===== config.mk =====
export PLATFORM = sky130hd
export DESIGN_NAME = rtc_calendar_alarm_control
export DESIGN_NICKNAME = d
export VERILOG_FILES = /design/src/logic/rtc_pkg.sv /design/src/logic/rtc_calendar_alarm_control.sv
export VERILOG_INCLUDE_DIRS = /design/src /design/src/logic
export SDC_FILE = /design/constraint.sdc
export NUM_CORES = 1
export LEC_CHECK = 0
export BUFFER_PORTS_ARGS = -buffer_cell sky130_fd_sc_hd__clkbuf_2
export CORE_MARGIN = 4
export CORE_UTILIZATION = 53
export CTS_BUF_LIST = sky130_fd_sc_hd__clkbuf_16
export CTS_CLUSTER_DIAMETER = 80
export DETAILED_ROUTE_END_ITERATION = 8
export PLACE_DENSITY = 0.74
export SKIP_CTS_REPAIR_TIMING = 1
export SLEW_MARGIN = 40
export SYNTH_ARGS = -nofsm -noshare
export SYNTH_HDL_FRONTEND = slang
export SYNTH_SLANG_ARGS = --single-unit

===== constraint.sdc =====
create_clock -name aclk -period 3.5 [get_ports aclk]
set_input_delay 0.175 -clock aclk [delete_from_list [all_inputs] [get_ports aclk]]
set_output_delay 0.175 -clock aclk [all_outputs]
set_load 0.005 [all_outputs]

===== src/logic/rtc_consts.svh =====
`ifndef RTC_CONSTS_SVH
`define RTC_CONSTS_SVH
// register byte offsets, low address byte only
`define OFS_CFG        8'h00
`define OFS_PAD        8'h04
`define OFS_ALARM      8'h08
`define OFS_YEAR       8'h0C
`define OFS_TIME_WIN   8'h10
`define OFS_ALARM_WIN  8'h14
`define OFS_KEY        8'h18
// bit positions in calendar_config_calibration and alarm_config_repeat
`define BIT_RUN        15
`define BIT_UNLOCK     13
`define BIT_ROLL       12
`define BIT_HALF       11
`define BIT_OE         10
`define BIT_AEN        15
`define BIT_CHIME      14
// unlock key values
`define KEY_FIRST      8'h55
`define KEY_SECOND     8'hAA
// implemented bits of each time digit byte
`define MASK_SEC       8'h7F
`define MASK_HR        8'h3F
`define MASK_WDAY      8'h07
`define MASK_DAY       8'h3F
`define MASK_MON       8'h1F
// reset values of day and month
`define RST_DAY        8'h01
`define RST_MON        8'h01
// source ticks per second is 2**15; ripple window before each rollover
`define ROLL_WIN_TICKS 15'h0020
`define ROLL_START     (15'h7FFF - `ROLL_WIN_TICKS + 15'h0001)
// calibration unit is 4 source pulses per minute: shift by 2
`define CAL_SHIFT      2
`define RESP_OKAY      2'b00
`define RESP_SLVERR    2'b10
`endif


===== src/logic/rtc_pkg.sv =====
package rtc_pkg;
  typedef enum logic [1:0] {KEY_IDLE, KEY_GOT_FIRST, KEY_ARMED} key_state_t;

  typedef struct packed {
    logic        awvalid;
    logic [31:0] awaddr;
    logic [2:0]  awprot;
    logic        wvalid;
    logic [31:0] wdata;
    logic [3:0]  wstrb;
    logic        bready;
    logic        arvalid;
    logic [31:0] araddr;
    logic [2:0]  arprot;
    logic        rready;
  } axi_req_t;

  typedef struct packed {
    logic        awready;
    logic        wready;
    logic        bvalid;
    logic [1:0]  bresp;
    logic        arready;
    logic        rvalid;
    logic [31:0] rdata;
    logic [1:0]  rresp;
  } axi_rsp_t;

  typedef struct packed {
    logic [1:0]  src_meta, src_sync;
    logic        src_prev, fuse_meta, fuse_sync;
    logic [14:0] presc;
    logic [10:0] adj;
    logic        sec_pulse, half_pulse;
    logic [7:0]  sec, min, hr, wday, day, mon, yr;
    logic [7:0]  asec, amin, ahr, awday, aday, amon;
    logic        run_en, unlock, oe;
    logic [1:0]  tptr, sel, aptr;
    logic [7:0]  cal, repeat_cnt;
    logic        alarm_en, chime, alarm_tgl;
    logic [3:0]  interval;
    key_state_t  key;
    logic        pin_out, pin_oe_n;
    logic        aw_held, w_held, bvalid, rvalid;
    logic [7:0]  awaddr;
    logic [15:0] wdata, rdata;
    logic [1:0]  wstrb, bresp, rresp;
  } state_t;
endpackage


===== src/logic/rtc_calendar_alarm_control.sv =====
// Operation
// - calendar runs only while run enable is 1; its write needs unlock already set
// - time window writes are accepted only while the write unlock bit is 1
// - rollover flag marks ripple time; software reads twice and compares
// - half second status is 1 in the second half of each second
// - writing the minute/second low byte clears the half second status
// - clock pin is driven only while the output enable bit is 1
// - time pointer 00..11 selects min/sec, weekday/hour, month/day, zero/year
// - time pointer decrements on each high byte access, holding at 00
// - signed trim, each unit adds or removes 4 pulses per minute
// - configuration register is cleared only by power-on reset
// - pin select 00 alarm toggle, 01 seconds clock, 10 raw source
// - alarm enable clears after an event when repeat is 0 and chime off
// - with chime the repeat count wraps 00h to FFh, else stops at 00h
// - interval codes 0..9 pick half second up to year; others reserved
// - a yearly alarm on 29 February fires only in leap years
// - alarm pointer selects min/sec, weekday/hour, month/day, unimplemented
// - alarm pointer decrements on each high byte access, holding at 00
// - repeat count gives further alarms and decrements on each event
// - year holds two BCD digits in the low byte, upper byte zero
// - year register writes are accepted only while unlocked
// - unimplemented bits read zero and ignore writes
// - unlock is set only right after key writes 55h then AAh
// - any read of a window decrements its pointer, full word reads
// - fuse 1 selects the crystal source, 0 the low power RC source
`timescale 1ns/1ps
`default_nettype none
`include "rtc_consts.svh"
module rtc_calendar_alarm_control (
  input  wire logic              aclk,
  input  wire logic              aresetn,
  input  wire rtc_pkg::axi_req_t s_axi_req,
  output var  rtc_pkg::axi_rsp_t s_axi_rsp,
  input  wire logic              secondary_crystal_osc,
  input  wire logic              low_power_rc_osc,
  input  wire logic              clock_source_fuse,
  output logic                   clock_pin_out,
  output logic                   clock_pin_oe_n
);
  rtc_pkg::state_t s_r;
  rtc_pkg::state_t s_nxt;
  logic            src_lvl;
  logic            src_rise;
  logic [1:0]      inc;
  logic [15:0]     psum;
  logic            half_sec;
  logic            roll_flag;
  logic            wr_go;
  logic            awready;
  logic            wready;
  logic            arready;
  logic            alarm_hit;
  logic            alarm_event;
  logic            m_s, m_m, m_h, m_w, m_d, m_o;
  logic [15:0]     rd;
  logic            rd_ok;

  function automatic logic [7:0] bcd_inc(input logic [7:0] v);
    bcd_inc = (v[3:0] == 4'h9) ? {v[7:4] + 4'h1, 4'h0} : v + 8'h01;
  endfunction

  function automatic logic is_leap(input logic [7:0] y);
    if (y[4])
      is_leap = (y[3:0] == 4'h2) || (y[3:0] == 4'h6);
    else
      is_leap = (y[3:0] == 4'h0) || (y[3:0] == 4'h4) || (y[3:0] == 4'h8);
  endfunction

  function automatic logic [7:0] last_day(input logic [7:0] m, input logic [7:0] y);
    unique case (m)
      8'h02:                      last_day = is_leap(y) ? 8'h29 : 8'h28;
      8'h04, 8'h06, 8'h09, 8'h11: last_day = 8'h30;
      default:                    last_day = 8'h31;
    endcase
  endfunction

  function automatic logic [1:0] ptr_dec(input logic [1:0] p);
    ptr_dec = (p == 2'h0) ? 2'h0 : p - 2'h1;
  endfunction

  // status seen by software
  assign half_sec  = s_r.presc[14];
  assign roll_flag = s_r.run_en && (s_r.presc >= `ROLL_START);
  // bus handshakes: one write and one read held at a time
  assign wr_go   = s_r.aw_held && s_r.w_held;
  assign awready = !s_r.aw_held && !s_r.bvalid;
  assign wready  = !s_r.w_held && !s_r.bvalid;
  assign arready = !s_r.rvalid && !wr_go;

  assign s_axi_rsp.awready = awready;
  assign s_axi_rsp.wready  = wready;
  assign s_axi_rsp.arready = arready;
  assign s_axi_rsp.bvalid  = s_r.bvalid;
  assign s_axi_rsp.bresp   = s_r.bresp;
  assign s_axi_rsp.rvalid  = s_r.rvalid;
  assign s_axi_rsp.rdata   = {16'h0000, s_r.rdata};
  assign s_axi_rsp.rresp   = s_r.rresp;
  assign clock_pin_out     = s_r.pin_out;
  assign clock_pin_oe_n    = s_r.pin_oe_n;

  // next state of the whole block
  always_comb begin
    s_nxt = s_r;
    // two-stage synchronisers for pins and fuse
    s_nxt.src_meta  = {secondary_crystal_osc, low_power_rc_osc};
    s_nxt.src_sync  = s_r.src_meta;
    s_nxt.fuse_meta = clock_source_fuse;
    s_nxt.fuse_sync = s_r.fuse_meta;
    src_lvl  = s_r.fuse_sync ? s_r.src_sync[1] : s_r.src_sync[0];
    src_rise = src_lvl && !s_r.src_prev;
    s_nxt.src_prev = src_lvl;
    // prescaler with per-minute drift trim
    s_nxt.sec_pulse  = 1'b0;
    s_nxt.half_pulse = 1'b0;
    inc  = 2'h1;
    psum = {1'b0, s_r.presc};
    if (s_r.run_en && src_rise) begin
      if (s_r.adj == 11'h000) begin
        inc = 2'h1;
      end else if (!s_r.adj[10]) begin
        inc = 2'h2;
        s_nxt.adj = s_r.adj - 11'h001;
      end else begin
        inc = 2'h0;
        s_nxt.adj = s_r.adj + 11'h001;
      end
      psum = {1'b0, s_r.presc} + {14'h0000, inc};
      s_nxt.presc = psum[14:0];
      if (psum[15]) begin
        s_nxt.sec_pulse  = 1'b1;
        s_nxt.half_pulse = 1'b1;
        // BCD calendar ripple
        if (s_r.sec == 8'h59) begin
          s_nxt.sec = 8'h00;
          s_nxt.adj = {s_r.cal[7], s_r.cal, {`CAL_SHIFT{1'b0}}};
          if (s_r.min == 8'h59) begin
            s_nxt.min = 8'h00;
            if (s_r.hr == 8'h23) begin
              s_nxt.hr   = 8'h00;
              s_nxt.wday = (s_r.wday == 8'h06) ? 8'h00 : s_r.wday + 8'h01;
              if (s_r.day == last_day(s_r.mon, s_r.yr)) begin
                s_nxt.day = 8'h01;
                if (s_r.mon == 8'h12) begin
                  s_nxt.mon = 8'h01;
                  s_nxt.yr  = (s_r.yr == 8'h99) ? 8'h00 : bcd_inc(s_r.yr);
                end else begin
                  s_nxt.mon = bcd_inc(s_r.mon);
                end
              end else begin
                s_nxt.day = bcd_inc(s_r.day);
              end
            end else begin
              s_nxt.hr = bcd_inc(s_r.hr);
            end
          end else begin
            s_nxt.min = bcd_inc(s_r.min);
          end
        end else begin
          s_nxt.sec = bcd_inc(s_r.sec);
        end
      end else if (!s_r.presc[14] && psum[14]) begin
        s_nxt.half_pulse = 1'b1;
      end
    end
    // alarm compare, one cycle after the time has settled
    m_s = (s_r.sec == s_r.asec);
    m_m = (s_r.min == s_r.amin);
    m_h = (s_r.hr == s_r.ahr);
    m_w = (s_r.wday == s_r.awday);
    m_d = (s_r.day == s_r.aday);
    m_o = (s_r.mon == s_r.amon);
    unique case (s_r.interval)
      4'h0:    alarm_hit = s_r.half_pulse;
      4'h1:    alarm_hit = s_r.sec_pulse;
      4'h2:    alarm_hit = s_r.sec_pulse && (s_r.sec[3:0] == s_r.asec[3:0]);
      4'h3:    alarm_hit = s_r.sec_pulse && m_s;
      4'h4:    alarm_hit = s_r.sec_pulse && m_s && (s_r.min[3:0] == s_r.amin[3:0]);
      4'h5:    alarm_hit = s_r.sec_pulse && m_s && m_m;
      4'h6:    alarm_hit = s_r.sec_pulse && m_s && m_m && m_h;
      4'h7:    alarm_hit = s_r.sec_pulse && m_s && m_m && m_h && m_w;
      4'h8:    alarm_hit = s_r.sec_pulse && m_s && m_m && m_h && m_d;
      // 29 February only exists in leap years, so it matches only then
      4'h9:    alarm_hit = s_r.sec_pulse && m_s && m_m && m_h && m_d && m_o;
      default: alarm_hit = 1'b0;
    endcase
    alarm_event = s_r.alarm_en && alarm_hit;
    if (alarm_event) begin
      s_nxt.alarm_tgl = !s_r.alarm_tgl;
      if (s_r.repeat_cnt != 8'h00)
        s_nxt.repeat_cnt = s_r.repeat_cnt - 8'h01;
      else if (s_r.chime)
        s_nxt.repeat_cnt = 8'hFF;
      else
        s_nxt.alarm_en = 1'b0;
    end
    // clock pin, enable gates every selection
    unique case (s_r.sel)
      2'h0:    s_nxt.pin_out = s_r.alarm_tgl;
      2'h1:    s_nxt.pin_out = s_r.presc[14];
      2'h2:    s_nxt.pin_out = src_lvl;
      default: s_nxt.pin_out = 1'b0;
    endcase
    s_nxt.pin_oe_n = !s_r.oe;
    // write address and data capture, either order
    if (s_axi_req.awvalid && awready) begin
      s_nxt.aw_held = 1'b1;
      s_nxt.awaddr  = s_axi_req.awaddr[7:0];
    end
    if (s_axi_req.wvalid && wready) begin
      s_nxt.w_held = 1'b1;
      s_nxt.wdata  = s_axi_req.wdata[15:0];
      s_nxt.wstrb  = s_axi_req.wstrb[1:0];
    end
    if (s_r.bvalid && s_axi_req.bready)
      s_nxt.bvalid = 1'b0;
    // register write, software wins over hardware in the same cycle
    if (wr_go) begin
      s_nxt.aw_held = 1'b0;
      s_nxt.w_held  = 1'b0;
      s_nxt.bvalid  = 1'b1;
      s_nxt.bresp   = `RESP_OKAY;
      s_nxt.key     = rtc_pkg::KEY_IDLE;
      unique case (s_r.awaddr)
        `OFS_CFG: begin
          if (s_r.wstrb[1]) begin
            s_nxt.unlock = s_r.wdata[`BIT_UNLOCK] &&
                           (s_r.unlock || (s_r.key == rtc_pkg::KEY_ARMED));
            if (s_r.unlock)
              s_nxt.run_en = s_r.wdata[`BIT_RUN];
            s_nxt.oe   = s_r.wdata[`BIT_OE];
            s_nxt.tptr = s_r.wdata[9:8];
          end
          if (s_r.wstrb[0])
            s_nxt.cal = s_r.wdata[7:0];
        end
        `OFS_PAD: begin
          if (s_r.wstrb[0])
            s_nxt.sel = s_r.wdata[2:1];
        end
        `OFS_ALARM: begin
          if (s_r.wstrb[1]) begin
            s_nxt.alarm_en = s_r.wdata[`BIT_AEN];
            s_nxt.chime    = s_r.wdata[`BIT_CHIME];
            s_nxt.interval = s_r.wdata[13:10];
            s_nxt.aptr     = s_r.wdata[9:8];
          end
          if (s_r.wstrb[0])
            s_nxt.repeat_cnt = s_r.wdata[7:0];
        end
        `OFS_YEAR: begin
          if (s_r.wstrb[0] && s_r.unlock)
            s_nxt.yr = s_r.wdata[7:0];
        end
        `OFS_TIME_WIN: begin
          if (s_r.unlock && s_r.wstrb[1]) begin
            unique case (s_r.tptr)
              2'h0:    s_nxt.min  = s_r.wdata[15:8] & `MASK_SEC;
              2'h1:    s_nxt.wday = s_r.wdata[15:8] & `MASK_WDAY;
              2'h2:    s_nxt.mon  = s_r.wdata[15:8] & `MASK_MON;
              default: s_nxt.min  = s_nxt.min;
            endcase
          end
          if (s_r.unlock && s_r.wstrb[0]) begin
            unique case (s_r.tptr)
              2'h0: begin
                s_nxt.sec   = s_r.wdata[7:0] & `MASK_SEC;
                s_nxt.presc = 15'h0000;
                s_nxt.half_pulse = s_nxt.sec_pulse;  // a half tick is void once the phase restarts
              end
              2'h1:    s_nxt.hr  = s_r.wdata[7:0] & `MASK_HR;
              2'h2:    s_nxt.day = s_r.wdata[7:0] & `MASK_DAY;
              default: s_nxt.yr  = s_r.wdata[7:0];
            endcase
          end
          if (s_r.wstrb[1])
            s_nxt.tptr = ptr_dec(s_r.tptr);
        end
        `OFS_ALARM_WIN: begin
          if (s_r.wstrb[1]) begin
            unique case (s_r.aptr)
              2'h0:    s_nxt.amin  = s_r.wdata[15:8] & `MASK_SEC;
              2'h1:    s_nxt.awday = s_r.wdata[15:8] & `MASK_WDAY;
              2'h2:    s_nxt.amon  = s_r.wdata[15:8] & `MASK_MON;
              default: s_nxt.amin  = s_nxt.amin;
            endcase
            s_nxt.aptr = ptr_dec(s_r.aptr);
          end
          if (s_r.wstrb[0]) begin
            unique case (s_r.aptr)
              2'h0:    s_nxt.asec = s_r.wdata[7:0] & `MASK_SEC;
              2'h1:    s_nxt.ahr  = s_r.wdata[7:0] & `MASK_HR;
              2'h2:    s_nxt.aday = s_r.wdata[7:0] & `MASK_DAY;
              default: s_nxt.asec = s_nxt.asec;
            endcase
          end
        end
        `OFS_KEY: begin
          if (s_r.wstrb[0] && s_r.wdata[7:0] == `KEY_FIRST)
            s_nxt.key = rtc_pkg::KEY_GOT_FIRST;
          else if (s_r.wstrb[0] && s_r.wdata[7:0] == `KEY_SECOND &&
                   s_r.key == rtc_pkg::KEY_GOT_FIRST)
            s_nxt.key = rtc_pkg::KEY_ARMED;
        end
        default: s_nxt.bresp = `RESP_SLVERR;
      endcase
    end
    // register read with window pointer side effects
    rd    = 16'h0000;
    rd_ok = 1'b1;
    unique case (s_axi_req.araddr[7:0])
      `OFS_CFG:   rd = {s_r.run_en, 1'b0, s_r.unlock, roll_flag, half_sec,
                        s_r.oe, s_r.tptr, s_r.cal};
      `OFS_PAD:   rd = {13'h0000, s_r.sel, 1'b0};
      `OFS_ALARM: rd = {s_r.alarm_en, s_r.chime, s_r.interval, s_r.aptr,
                        s_r.repeat_cnt};
      `OFS_YEAR:  rd = {8'h00, s_r.yr};
      `OFS_TIME_WIN: begin
        unique case (s_r.tptr)
          2'h0: rd = {s_r.min, s_r.sec};
          2'h1: rd = {s_r.wday, s_r.hr};
          2'h2: rd = {s_r.mon, s_r.day};
          2'h3: rd = {8'h00, s_r.yr};
        endcase
      end
      `OFS_ALARM_WIN: begin
        unique case (s_r.aptr)
          2'h0: rd = {s_r.amin, s_r.asec};
          2'h1: rd = {s_r.awday, s_r.ahr};
          2'h2: rd = {s_r.amon, s_r.aday};
          2'h3: rd = 16'h0000;
        endcase
      end
      `OFS_KEY:   rd = 16'h0000;
      default:    rd_ok = 1'b0;
    endcase
    if (s_axi_req.arvalid && arready) begin
      s_nxt.rvalid = 1'b1;
      s_nxt.rdata  = rd;
      s_nxt.rresp  = rd_ok ? `RESP_OKAY : `RESP_SLVERR;
      if (s_axi_req.araddr[7:0] == `OFS_TIME_WIN)
        s_nxt.tptr = ptr_dec(s_r.tptr);
      if (s_axi_req.araddr[7:0] == `OFS_ALARM_WIN)
        s_nxt.aptr = ptr_dec(s_r.aptr);
    end
    if (s_r.rvalid && s_axi_req.rready)
      s_nxt.rvalid = 1'b0;
  end

  // state register, only power-on reset loads it: zero, with day and month 01 and pin_oe_n 1
  always_ff @(posedge aclk) begin
    if (!aresetn) begin
      s_r          <= '0;
      s_r.day      <= `RST_DAY;
      s_r.mon      <= `RST_MON;
      s_r.pin_oe_n <= 1'b1;
    end else begin
      s_r <= s_nxt;
    end
  end
endmodule
`default_nettype wire


==> impl_metrics.ini, run 1 <==
[hold_path]
hold-path-endpoint = s_axi_rsp[1]$_SDFFE_PN0P_
whs_path_depth = 3
hold_path_class = in2reg
min-delay-start = s_axi_req[7]

[cts]
path_clk_slew_ns = 0.06
htreeDepth = 1
clock_latency_ns = 0.53
cts_tree = built
cts_buffers = 24
root_buffer = clkbuf_16
clk_path_buf_depth = 3
cts_sinks = 209

[detailed_routing]
vias = 11700
postRouteWirelength_mm = 37.3
drt_iter0_drc = 1379
drc = 0
vias_per_cell = 6.15
first_pass_iters = 6
postRouteAntennaNets = 0
wire_per_inst_um = 19.7

[die]
coreArea_sq_mm = 0.0226
dieArea_sq_mm = 0.0256
start_util_pct = 54.0
ios = 159
dieHeight_um = 160
rows = 55
floorplan.die.width_um = 160

[synth]
synth_compound_area_share_pct = 17.4
synth_top_cell_by_area = dfxtp_1
synthAdderAreaFrac_pct = 3.91
yosys.cell_count.top_type = dfxtp_1
ys_async_sr_fraction_pct = 0
synth.distinct_cells = 79
ys_seq_area_share_pct = 34.2
synth_top_family_by_area = simple AND/OR/NAND/NOR gates
ys_warn_count = 0
syn_avg_cell_area_sq_um = 7.87
synthFlopType = dfxtp_1
synth_top_area_share_pct = 34.2
netlist_top_cells_area = dfxtp_1 (34%), nor2_1 (6.2%), nand2_1 (5.7%)
syn_inst = 1554
syn_area_sq_mm = 0.0122
synthXorXnorAreaFrac_pct = 5.01
synth_simple_gate_area_share_pct = 24.9
muxShareOfSynthArea_pct = 7.78
synth-seq-cells = 209
synth_common_cells = dfxtp_1 (209), nor2_1 (201), nand2_1 (186)
synth_edf_count = 0

[power_and_ir_drop]
p_per_area_mw_per_mm2 = 375
leakage_nw = 5.35
peakVddDrop_v = 0.000381

[sta]
fin_skew_ns = 0.0186
max_slew_margin_pct = 41.5
maxClockFrequency_mhz = 305
drv_slew = 0
setup_viol = 0
hold_ws_ns = 0.122
tightest_slew_ns = 0.875
hold_viol = 0
setup_slack_ns = 0.222
fin_crit_sh_pct = 93.7
fin_crit_ns = 3.28

[setup_path]
rr_worst_depth = 12
cp_max_fo = 8
crit_start = s_r[195]$_SDFFE_PN0P_
cp.required_ns = 3.96
regToRegEndpoint = s_r[149]$_SDFF_PN0_
end_kind = flip-flop
startpoint_type = flip-flop
critPathArrivalTime_ns = 3.74
reg2reg_slack_ns = 0.22
timing.rr.start = s_r[195]$_SDFFE_PN0P_
critical_path_class = reg2reg

[global_routing]
track_usage_pct = 27.7
grt_start_max_net_pins = 80
first_global_vias = 10600
grt_pass1_wl_mm = 57.8
antenna_found_initial = 0
grt_remaining_overflow = 0

[cells_and_area]
final_area_sq_mm = 0.0137
layout-drive-gt1-share_pct = 11.7
diodes = 0
layout.nets = 1748
fillCellCount = 2059
syn2layout_area_growth_pct = 11.8

[placed_design]
gp_congestion = 0.974
portBuffers = 68
placed_cell_area_sq_mm = 0.0126
post-dp-hpwl_mm = 26.5
post-place-ws_ns = 0.171

[outcome]
status = finished, final reports clean

[run]
drv_cap = 0
==> kinds of logic after synthesis <==
kind of cell / Yosys count
AOI/OAI and AO/OA: 340
xor gates and xnor gates: 70
adders and majority gates: 37
buffers and inverters: 175
DFF: 209
muxes: 82
other: 1
and+or+nand+nor: 640
==> registers in the layout, indices dropped and copies added (netlist names) <==
register and flops:
half_sec 1, clock_pin_out 1, s_axi_rsp 20, clock_pin_oe_n 1, s_r 183, s_nxt 3
==> how the worst max path moves through the flow <==
stage | endpoint | slack (ns) | depth (start not counted)
3_3_place_gp | s_r[149]$_SDFF_PN0_ | 0.22 | 12
5_1_grt | s_r[137]$_SDFF_PN0_ | -0.02 | 14
2_1_floorplan | s_r[149]$_SDFF_PN0_ | 0.21 | 14
6_report | s_r[149]$_SDFF_PN0_ | 0.22 | 12
3_5_place_dp | s_r[149]$_SDFF_PN0_ | 0.17 | 12
4_1_cts | s_r[149]$_SDFF_PN0_ | 0.16 | 12
==> placed cells by master, fill, tap and decap left out, types with 6 or more instances in the layout <==
master         count
and3_1            13
nor4_1            16
buf_4             37
nor2b_1            8
nor3_1            38
nor4_2             6
a211oi_1          22
nand4b_1           6
nand3b_1           9
a311oi_1           8
or2_2             10
nand3_1           55
clkbuf_2          68
a221oi_1           7
xnor2_1           35
nand4_1           23
dfxtp_1          209
conb_1            18
nand2b_1          15
or3_1             10
a21oi_1          139
clkbuf_16         24
and2_1            16
mux4_2            10
o21ai_0           67
ha_1              35
nand2_1          185
xor2_1            35
inv_1             40
mux2i_1           66
a22o_1             7
a22oi_1           13
dlygate4sd3_1     31
nor2_1           200
a31oi_1           13
a21o_1             7
==> cell type report <==
cell class / count / area (sq um) / area share (%)
Sequential cell: 209 / 4180 / 30.6
Timing Repair Buffer: 137 / 940 / 6.87
Multi-Input combinational cell: 1187 / 7310 / 53.4
Clock inverter: 19 / 146 / 1.07
Clock buffer: 24 / 601 / 4.39
Tap cell: 285 / 357 / 2.61
Inverter: 36 / 140 / 1.02
==> report_power, final <==
part           internal [W]  switching [W]  total [W]
clock network       0.00139        0.00102    0.00241
logic             0.0000900       0.000153   0.000243
registers           0.00241      0.0000706    0.00248
total               0.00389        0.00124    0.00513
==> critical path, cell delays in order, from the launching register on <==
cell	delay, ns
dfxtp_1	0.34
nor4_2	0.31
nand2_1	0.10
nor4_2	0.19
nor2_1	0.12
ha_1	0.29
a21oi_1	0.12
nor4_4	0.17
and3_2	0.33
nand3_4	0.16
or3_1	0.55
or3_1	0.39
a21oi_1	0.14
==> per-layer routing <==
layer / up-vias / part of all wire, % / routed length, um / global-route usage (%)
li1: 5538 / - / - / -
met1: 5473 / 42 / 15500 / 38.6
met3: 104 / 9.6 / 3570 / 4.52
met4: 0 / 4.2 / 1550 / 10.7
met2: 561 / 45 / 16700 / 43.4
met5: - / 0 / 0 / 0
==> metrics by stage <==
stage | TNS [ns] | std cells | util (%) | power [W]
floorplan | 0 | 1571 | - | 0.00266
global placement | 0 | 1821 | 55.6 | 0.00273
detailed placement | 0 | 1821 | 55.6 | 0.00274
CTS | 0 | 1864 | 58.9 | 0.00512
global route | -0.0238 | 1897 | 60.4 | 0.00530
finish | 0 | 1897 | 60.4 | 0.00513
(Power assumes the default switching activity.)
==> run 2, diff against run 1 <==
- REMOVE_ABC_BUFFERS: not set -> 1
==> run 2 against run 1 <==
Effect of this change: critical endpoint is now s_r[137]$_SDFF_PN0_; hold slack lost 0.096 ns; utilization grew 0.36 points; final cell count grew 0.16%; wire length shrank 1.3%; setup slack gained 0.0081 ns; sequential share of layout area shrank 0.17 points; flip-flop and latch count is the same; total power grew 2.4%; non-clock buffer count grew 4; register-to-register slack is essentially flat; maximum frequency grew 0.25%.
==> impl_metrics.ini, run 2 (synthesis results as in run 1) <==
[global_routing]
first_global_vias = 10600
track_usage_pct = 27.1
antenna_found_initial = 0
grt_start_max_net_pins = 81
grt_pass1_wl_mm = 57.6
grt_remaining_overflow = 0

[hold_path]
hold_path_class = in2reg

[setup_path]
cp_max_fo = 12
startpoint_type = flip-flop
end_kind = flip-flop
critPathArrivalTime_ns = 3.72
cp.required_ns = 3.95
critical_path_class = reg2reg

[sta]
fin_crit_ns = 3.27
maxClockFrequency_mhz = 306
hold_viol = 0
rsz0062_at_grt = yes
tightest_slew_ns = 0.876
max_slew_margin_pct = 41.0
setup_viol = 0
fin_crit_sh_pct = 93.4
drv_slew = 0
fin_skew_ns = 0.0150
setup_slack_ns = 0.230

[cts]
root_buffer = clkbuf_16
path_clk_slew_ns = 0.06
cts_tree = built
clock_latency_ns = 0.52
cts_buffers = 23
clk_path_buf_depth = 3
cts_sinks = 209
htreeDepth = 1

[die]
floorplan.die.width_um = 160
dieHeight_um = 160
ios = 159
coreArea_sq_mm = 0.0226
dieArea_sq_mm = 0.0256
rows = 55
start_util_pct = 54.0

[cells_and_area]
largest_register_ffs = 183
final_area_sq_mm = 0.0138
top_register = s_r
multi_input_area_sq_mm = 0.00732
syn2layout_area_growth_pct = 12.5
layout-drive-gt1-share_pct = 12.3
regArea_sq_mm = 0.00419
mostFrequentLayoutCells = dfxtp_1 (208), nor2_1 (200), nand2_1 (185)
layout.nets = 1751
fillCellCount = 1936
layout.cells.most_common = dfxtp_1
diodes = 0

[placed_design]
portBuffers = 68
gp_congestion = 1.01
placed_cell_area_sq_mm = 0.0126
post-dp-hpwl_mm = 25.8
post-place-ws_ns = 0.185

[detailed_routing]
drt_iter0_drc = 1505
wire_per_inst_um = 19.4
first_pass_iters = 6
vias_per_cell = 6.25
vias = 11900
postRouteAntennaNets = 0
drc = 0
postRouteWirelength_mm = 36.9

[run]
drv_cap = 0

[power_and_ir_drop]
internal_power_w = 0.00401
p_per_area_mw_per_mm2 = 382
clockPowerShare_pct = 48.2
seqPwrFrac_pct = 47.1
p_comb_share_pct = 4.7
leakage_nw = 5.36
peakVddDrop_v = 0.000361
p_sw_w = 0.00125
p_sw_share_pct = 23.7

[outcome]
status = finished, final reports clean
[run 2: cell types whose count changed in the layout (fill, tap and decap cells not counted), moves of 2 or more]
cell and delta:
bufinv_16 +2, buf_4 +4, clkinv_2 -3, inv_6 +2, clkinv_4 +2, inv_1 -4
clkinvlp_4 +3
[run 2: worst paths after layout]
kind                              start                   endpoint  slack [ns]  cells after the start
setup / recovery  s_r[193]$_SDFFE_PN0P_        s_r[137]$_SDFF_PN0_        0.23                     15
hold / removal            s_axi_req[36]  s_axi_rsp[1]$_SDFFE_PN0P_        0.03                      3
setup reg to reg  s_r[193]$_SDFFE_PN0P_        s_r[137]$_SDFF_PN0_        0.23                     15
hold reg to reg    s_r[83]$_SDFFE_PN0P_  clock_pin_oe_n$_SDFF_PN1_        0.44                      1
[run 2: metrics by stage]
stage / total power (W) / cells / hold WS, ns / util [%] / setup TNS [ns]
3_5_place_dp: 0.00274 / 1824 / 0.386 / 55.7 / 0
4_1_cts: 0.00525 / 1866 / -0.143 / 59.2 / 0
2_1_floorplan: 0.00261 / 1432 / 0.244 / - / -3.75
3_3_place_gp: 0.00273 / 1824 / 0.386 / 55.7 / 0
6_report: 0.00525 / 1900 / 0.0268 / 60.8 / 0
5_1_grt: 0.00541 / 1900 / 0.0558 / 60.8 / -0.0252
[run 2: layout make-up]
class	count	share of cell area, %
Clock buffer	23	4.18
Inverter	36	1.02
Tap cell	285	2.59
Clock inverter	19	1.55
Sequential cell	209	30.4
Multi-Input combinational cell	1187	53.2
Timing Repair Buffer	141	7.05
[run 2: power by group through the flow]
stage	Sequential, W	Combinational [W]	Clock [W]
2_1_floorplan	0.00249	0.000116	0
3_3_place_gp	0.00252	0.000208	0
3_5_place_dp	0.00252	0.000212	0
4_1_cts	0.00247	0.000213	0.00257
5_1_grt	0.00247	0.000270	0.00266
6_report	0.00247	0.000246	0.00253
[run 2: worst max-delay path: stages, from the launching register on]
cell and delay, ns:
dfxtp_1 0.35, nor4_2 0.29, nand2_1 0.08, nor4_1 0.18, buf_4 0.20, nor2_1 0.07
ha_1 0.27, a21oi_1 0.12, nor4_4 0.22, buf_4 0.20, nand4_1 0.15, nor2_2 0.16
buf_6 0.17, nand4_1 0.15, or4_1 0.44, a31oi_1 0.16
[run 2: per-layer routing]
| metal | vias to the layer above | track usage, % | routed length, um |
|---|---|---|---|
| li1 | 5555 | - | - |
| met1 | 5610 | 37.2 | 15500 |
| met2 | 607 | 44.0 | 17000 |
| met3 | 112 | 4.18 | 2990 |
| met4 | 0 | 8.45 | 1390 |
| met5 | - | 0 | 0 |
==> run 3, diff against run 2 <==
- CAP_MARGIN: not set -> 20
- CORE_UTILIZATION: 53 -> 35
- PLACE_DENSITY: 0.74 -> 0.52
==> run 3 against run 2 <==
Effect of this change: utilization fell by 20 points; first-iteration DRC count fell by 35%; count of clock-buffer cells in the layout rose by 2; sequential power barely moved; combinational power rose by 4%; flip-flop and latch count did not move; wire length rose by 11%; via count fell by 2.3%; largest power group unchanged.
==> impl_metrics.ini, run 3 (synthesis results as in run 1) <==
[cts]
path_clk_slew_ns = 0.06
cts_buffers = 24
clk_path_buf_depth = 3
root_buffer = clkbuf_16
htreeDepth = 1
cts_sinks = 209
clock_latency_ns = 0.53
cts_tree = built

[sta]
tns_ns = 0
setup_viol = 0
rsz0062_at_grt = yes
maxClockFrequency_mhz = 293
fin_crit_ns = 3.42
max_slew_margin_pct = 40.9
hold_viol = 0
drv_slew = 0
setup_slack_ns = 0.0826
fin_skew_ns = 0.0191
fin_crit_sh_pct = 97.6
tightest_slew_ns = 0.885

[die]
rows = 68
floorplan.die.width_um = 195
dieArea_sq_mm = 0.0380
ios = 159
coreArea_sq_mm = 0.0345
start_util_pct = 35.4
dieHeight_um = 195

[cells_and_area]
layout.nets = 1773
final_area_sq_mm = 0.0142
final_util_pct = 41.3
largest_register_ffs = 183
layout-drive-gt1-share_pct = 13.6
fillCellCount = 3543
layout.cells.most_common = dfxtp_1
top_register = s_r
mostFrequentLayoutCells = dfxtp_1 (208), nor2_1 (200), nand2_1 (186)
syn2layout_area_growth_pct = 16.5

[global_routing]
antenna_found_initial = 0
track_usage_pct = 20.5
grt_pass1_wl_mm = 62.8
grt_start_max_net_pins = 57
first_global_vias = 10800
grt_remaining_overflow = 0

[detailed_routing]
postRouteAntennaNets = 0
vias_per_cell = 5.54
drc = 0
postRouteWirelength_mm = 40.8
wire_per_inst_um = 19.5
first_pass_iters = 5
drt_iter0_drc = 975
vias = 11600

[setup_path]
startpoint_type = flip-flop
timing.rr.start = s_r[196]$_SDFFE_PN0P_
rr_worst_depth = 15
regToRegEndpoint = s_r[137]$_SDFF_PN0_
critical_path_class = reg2reg
cp.required_ns = 3.95
crit_start = s_r[196]$_SDFFE_PN0P_
reg2reg_slack_ns = 0.08
critPathArrivalTime_ns = 3.86
cp_max_fo = 7
end_kind = flip-flop

[power_and_ir_drop]
p_per_area_mw_per_mm2 = 382
leakage_nw = 5.53
peakVddDrop_v = 0.000314

[hold_path]
hold_path_class = in2reg
whs_path_depth = 3
hold-path-endpoint = s_axi_rsp[1]$_SDFFE_PN0P_
min-delay-start = s_axi_req[36]

[placed_design]
placed_cell_area_sq_mm = 0.0129
post-place-ws_ns = 0.126
post-dp-hpwl_mm = 29.8
gp_congestion = 0.914
portBuffers = 68

[run]
drv_cap = 0

[outcome]
status = finished, final reports clean
[run 3: changes by cell type in the layout (fill, tap and decap cells not counted), sizes merged]
| cell | previous run | this run |
|---|---|---|
| buf | 42 | 63 |
| bufinv | 4 | 5 |
| clkbuf | 91 | 93 |
| clkinv | 8 | 10 |
| clkinvlp | 4 | 1 |
| diode | 0 | 1 |
[run 3: area by class of cell]
| class | count | area, sq um | share of cell area, % |
|---|---|---|---|
| Antenna cell | 1 | 2.50 | 0.0176 |
| Clock buffer | 25 | 626 | 4.39 |
| Clock inverter | 19 | 214 | 1.50 |
| Inverter | 36 | 138 | 0.966 |
| Multi-Input combinational cell | 1187 | 7360 | 51.7 |
| Sequential cell | 209 | 4190 | 29.4 |
| Tap cell | 455 | 569 | 4.00 |
| Timing Repair Buffer | 162 | 1150 | 8.06 |
[run 3: worst max-delay path by stage]
stage                     slack [ns]                  end  cells past startpoint
final                           0.08  s_r[137]$_SDFF_PN0_                     15
after global routing            -0.1  s_r[137]$_SDFF_PN0_                     15
after CTS                       0.12  s_r[157]$_SDFF_PN0_                     13
after detailed placement        0.13  s_r[136]$_SDFF_PN0_                     15
after global placement          0.20  s_r[149]$_SDFF_PN0_                     13
after floorplan                -0.49  s_r[136]$_SDFF_PN0_                     13
[run 3: critical path, stage by stage (launching register included)]
cell and delay, ns:
dfxtp_4 0.35, nor4_4 0.28, nand2_1 0.10, nor4_2 0.22, buf_4 0.20, nor2_4 0.06
ha_4 0.26, a21oi_4 0.06, nor4_4 0.34, buf_4 0.18, nand4_1 0.13, nor2_1 0.14
buf_4 0.19, nand4_1 0.17, or4_1 0.51, a31oi_1 0.14
[run 3: stage by stage]
| step | hold slack (ns) | cells | total power [W] |
|---|---|---|---|
| 3_3_place_gp | 0.386 | 2010 | 0.00276 |
| 5_1_grt | 0.0605 | 2093 | 0.00563 |
| 2_1_floorplan | 0.244 | 1432 | 0.00261 |
| 6_report | 0.0416 | 2094 | 0.00545 |
| 4_1_cts | -0.158 | 2054 | 0.00548 |
| 3_5_place_dp | 0.393 | 2010 | 0.00276 |
[run 3: power by group]
group,switching [W],total (W),leakage [nW],internal (W)
sequential,0.0000693,0.00248,1.69,0.00241
clock,0.00106,0.00271,0.425,0.00166
combinational,0.000159,0.000255,3.41,0.0000964
total,0.00128,0.00545,5.53,0.00416
[run 3: per-layer routing]
layer,global-route usage (%),vias to the layer above,part of all wire [%]
met4,5.15,0,2.6
met2,33.2,372,46
met1,28.4,5564,45
met5,0,-,0
met3,3.62,74,6.1
li1,-,5596,-
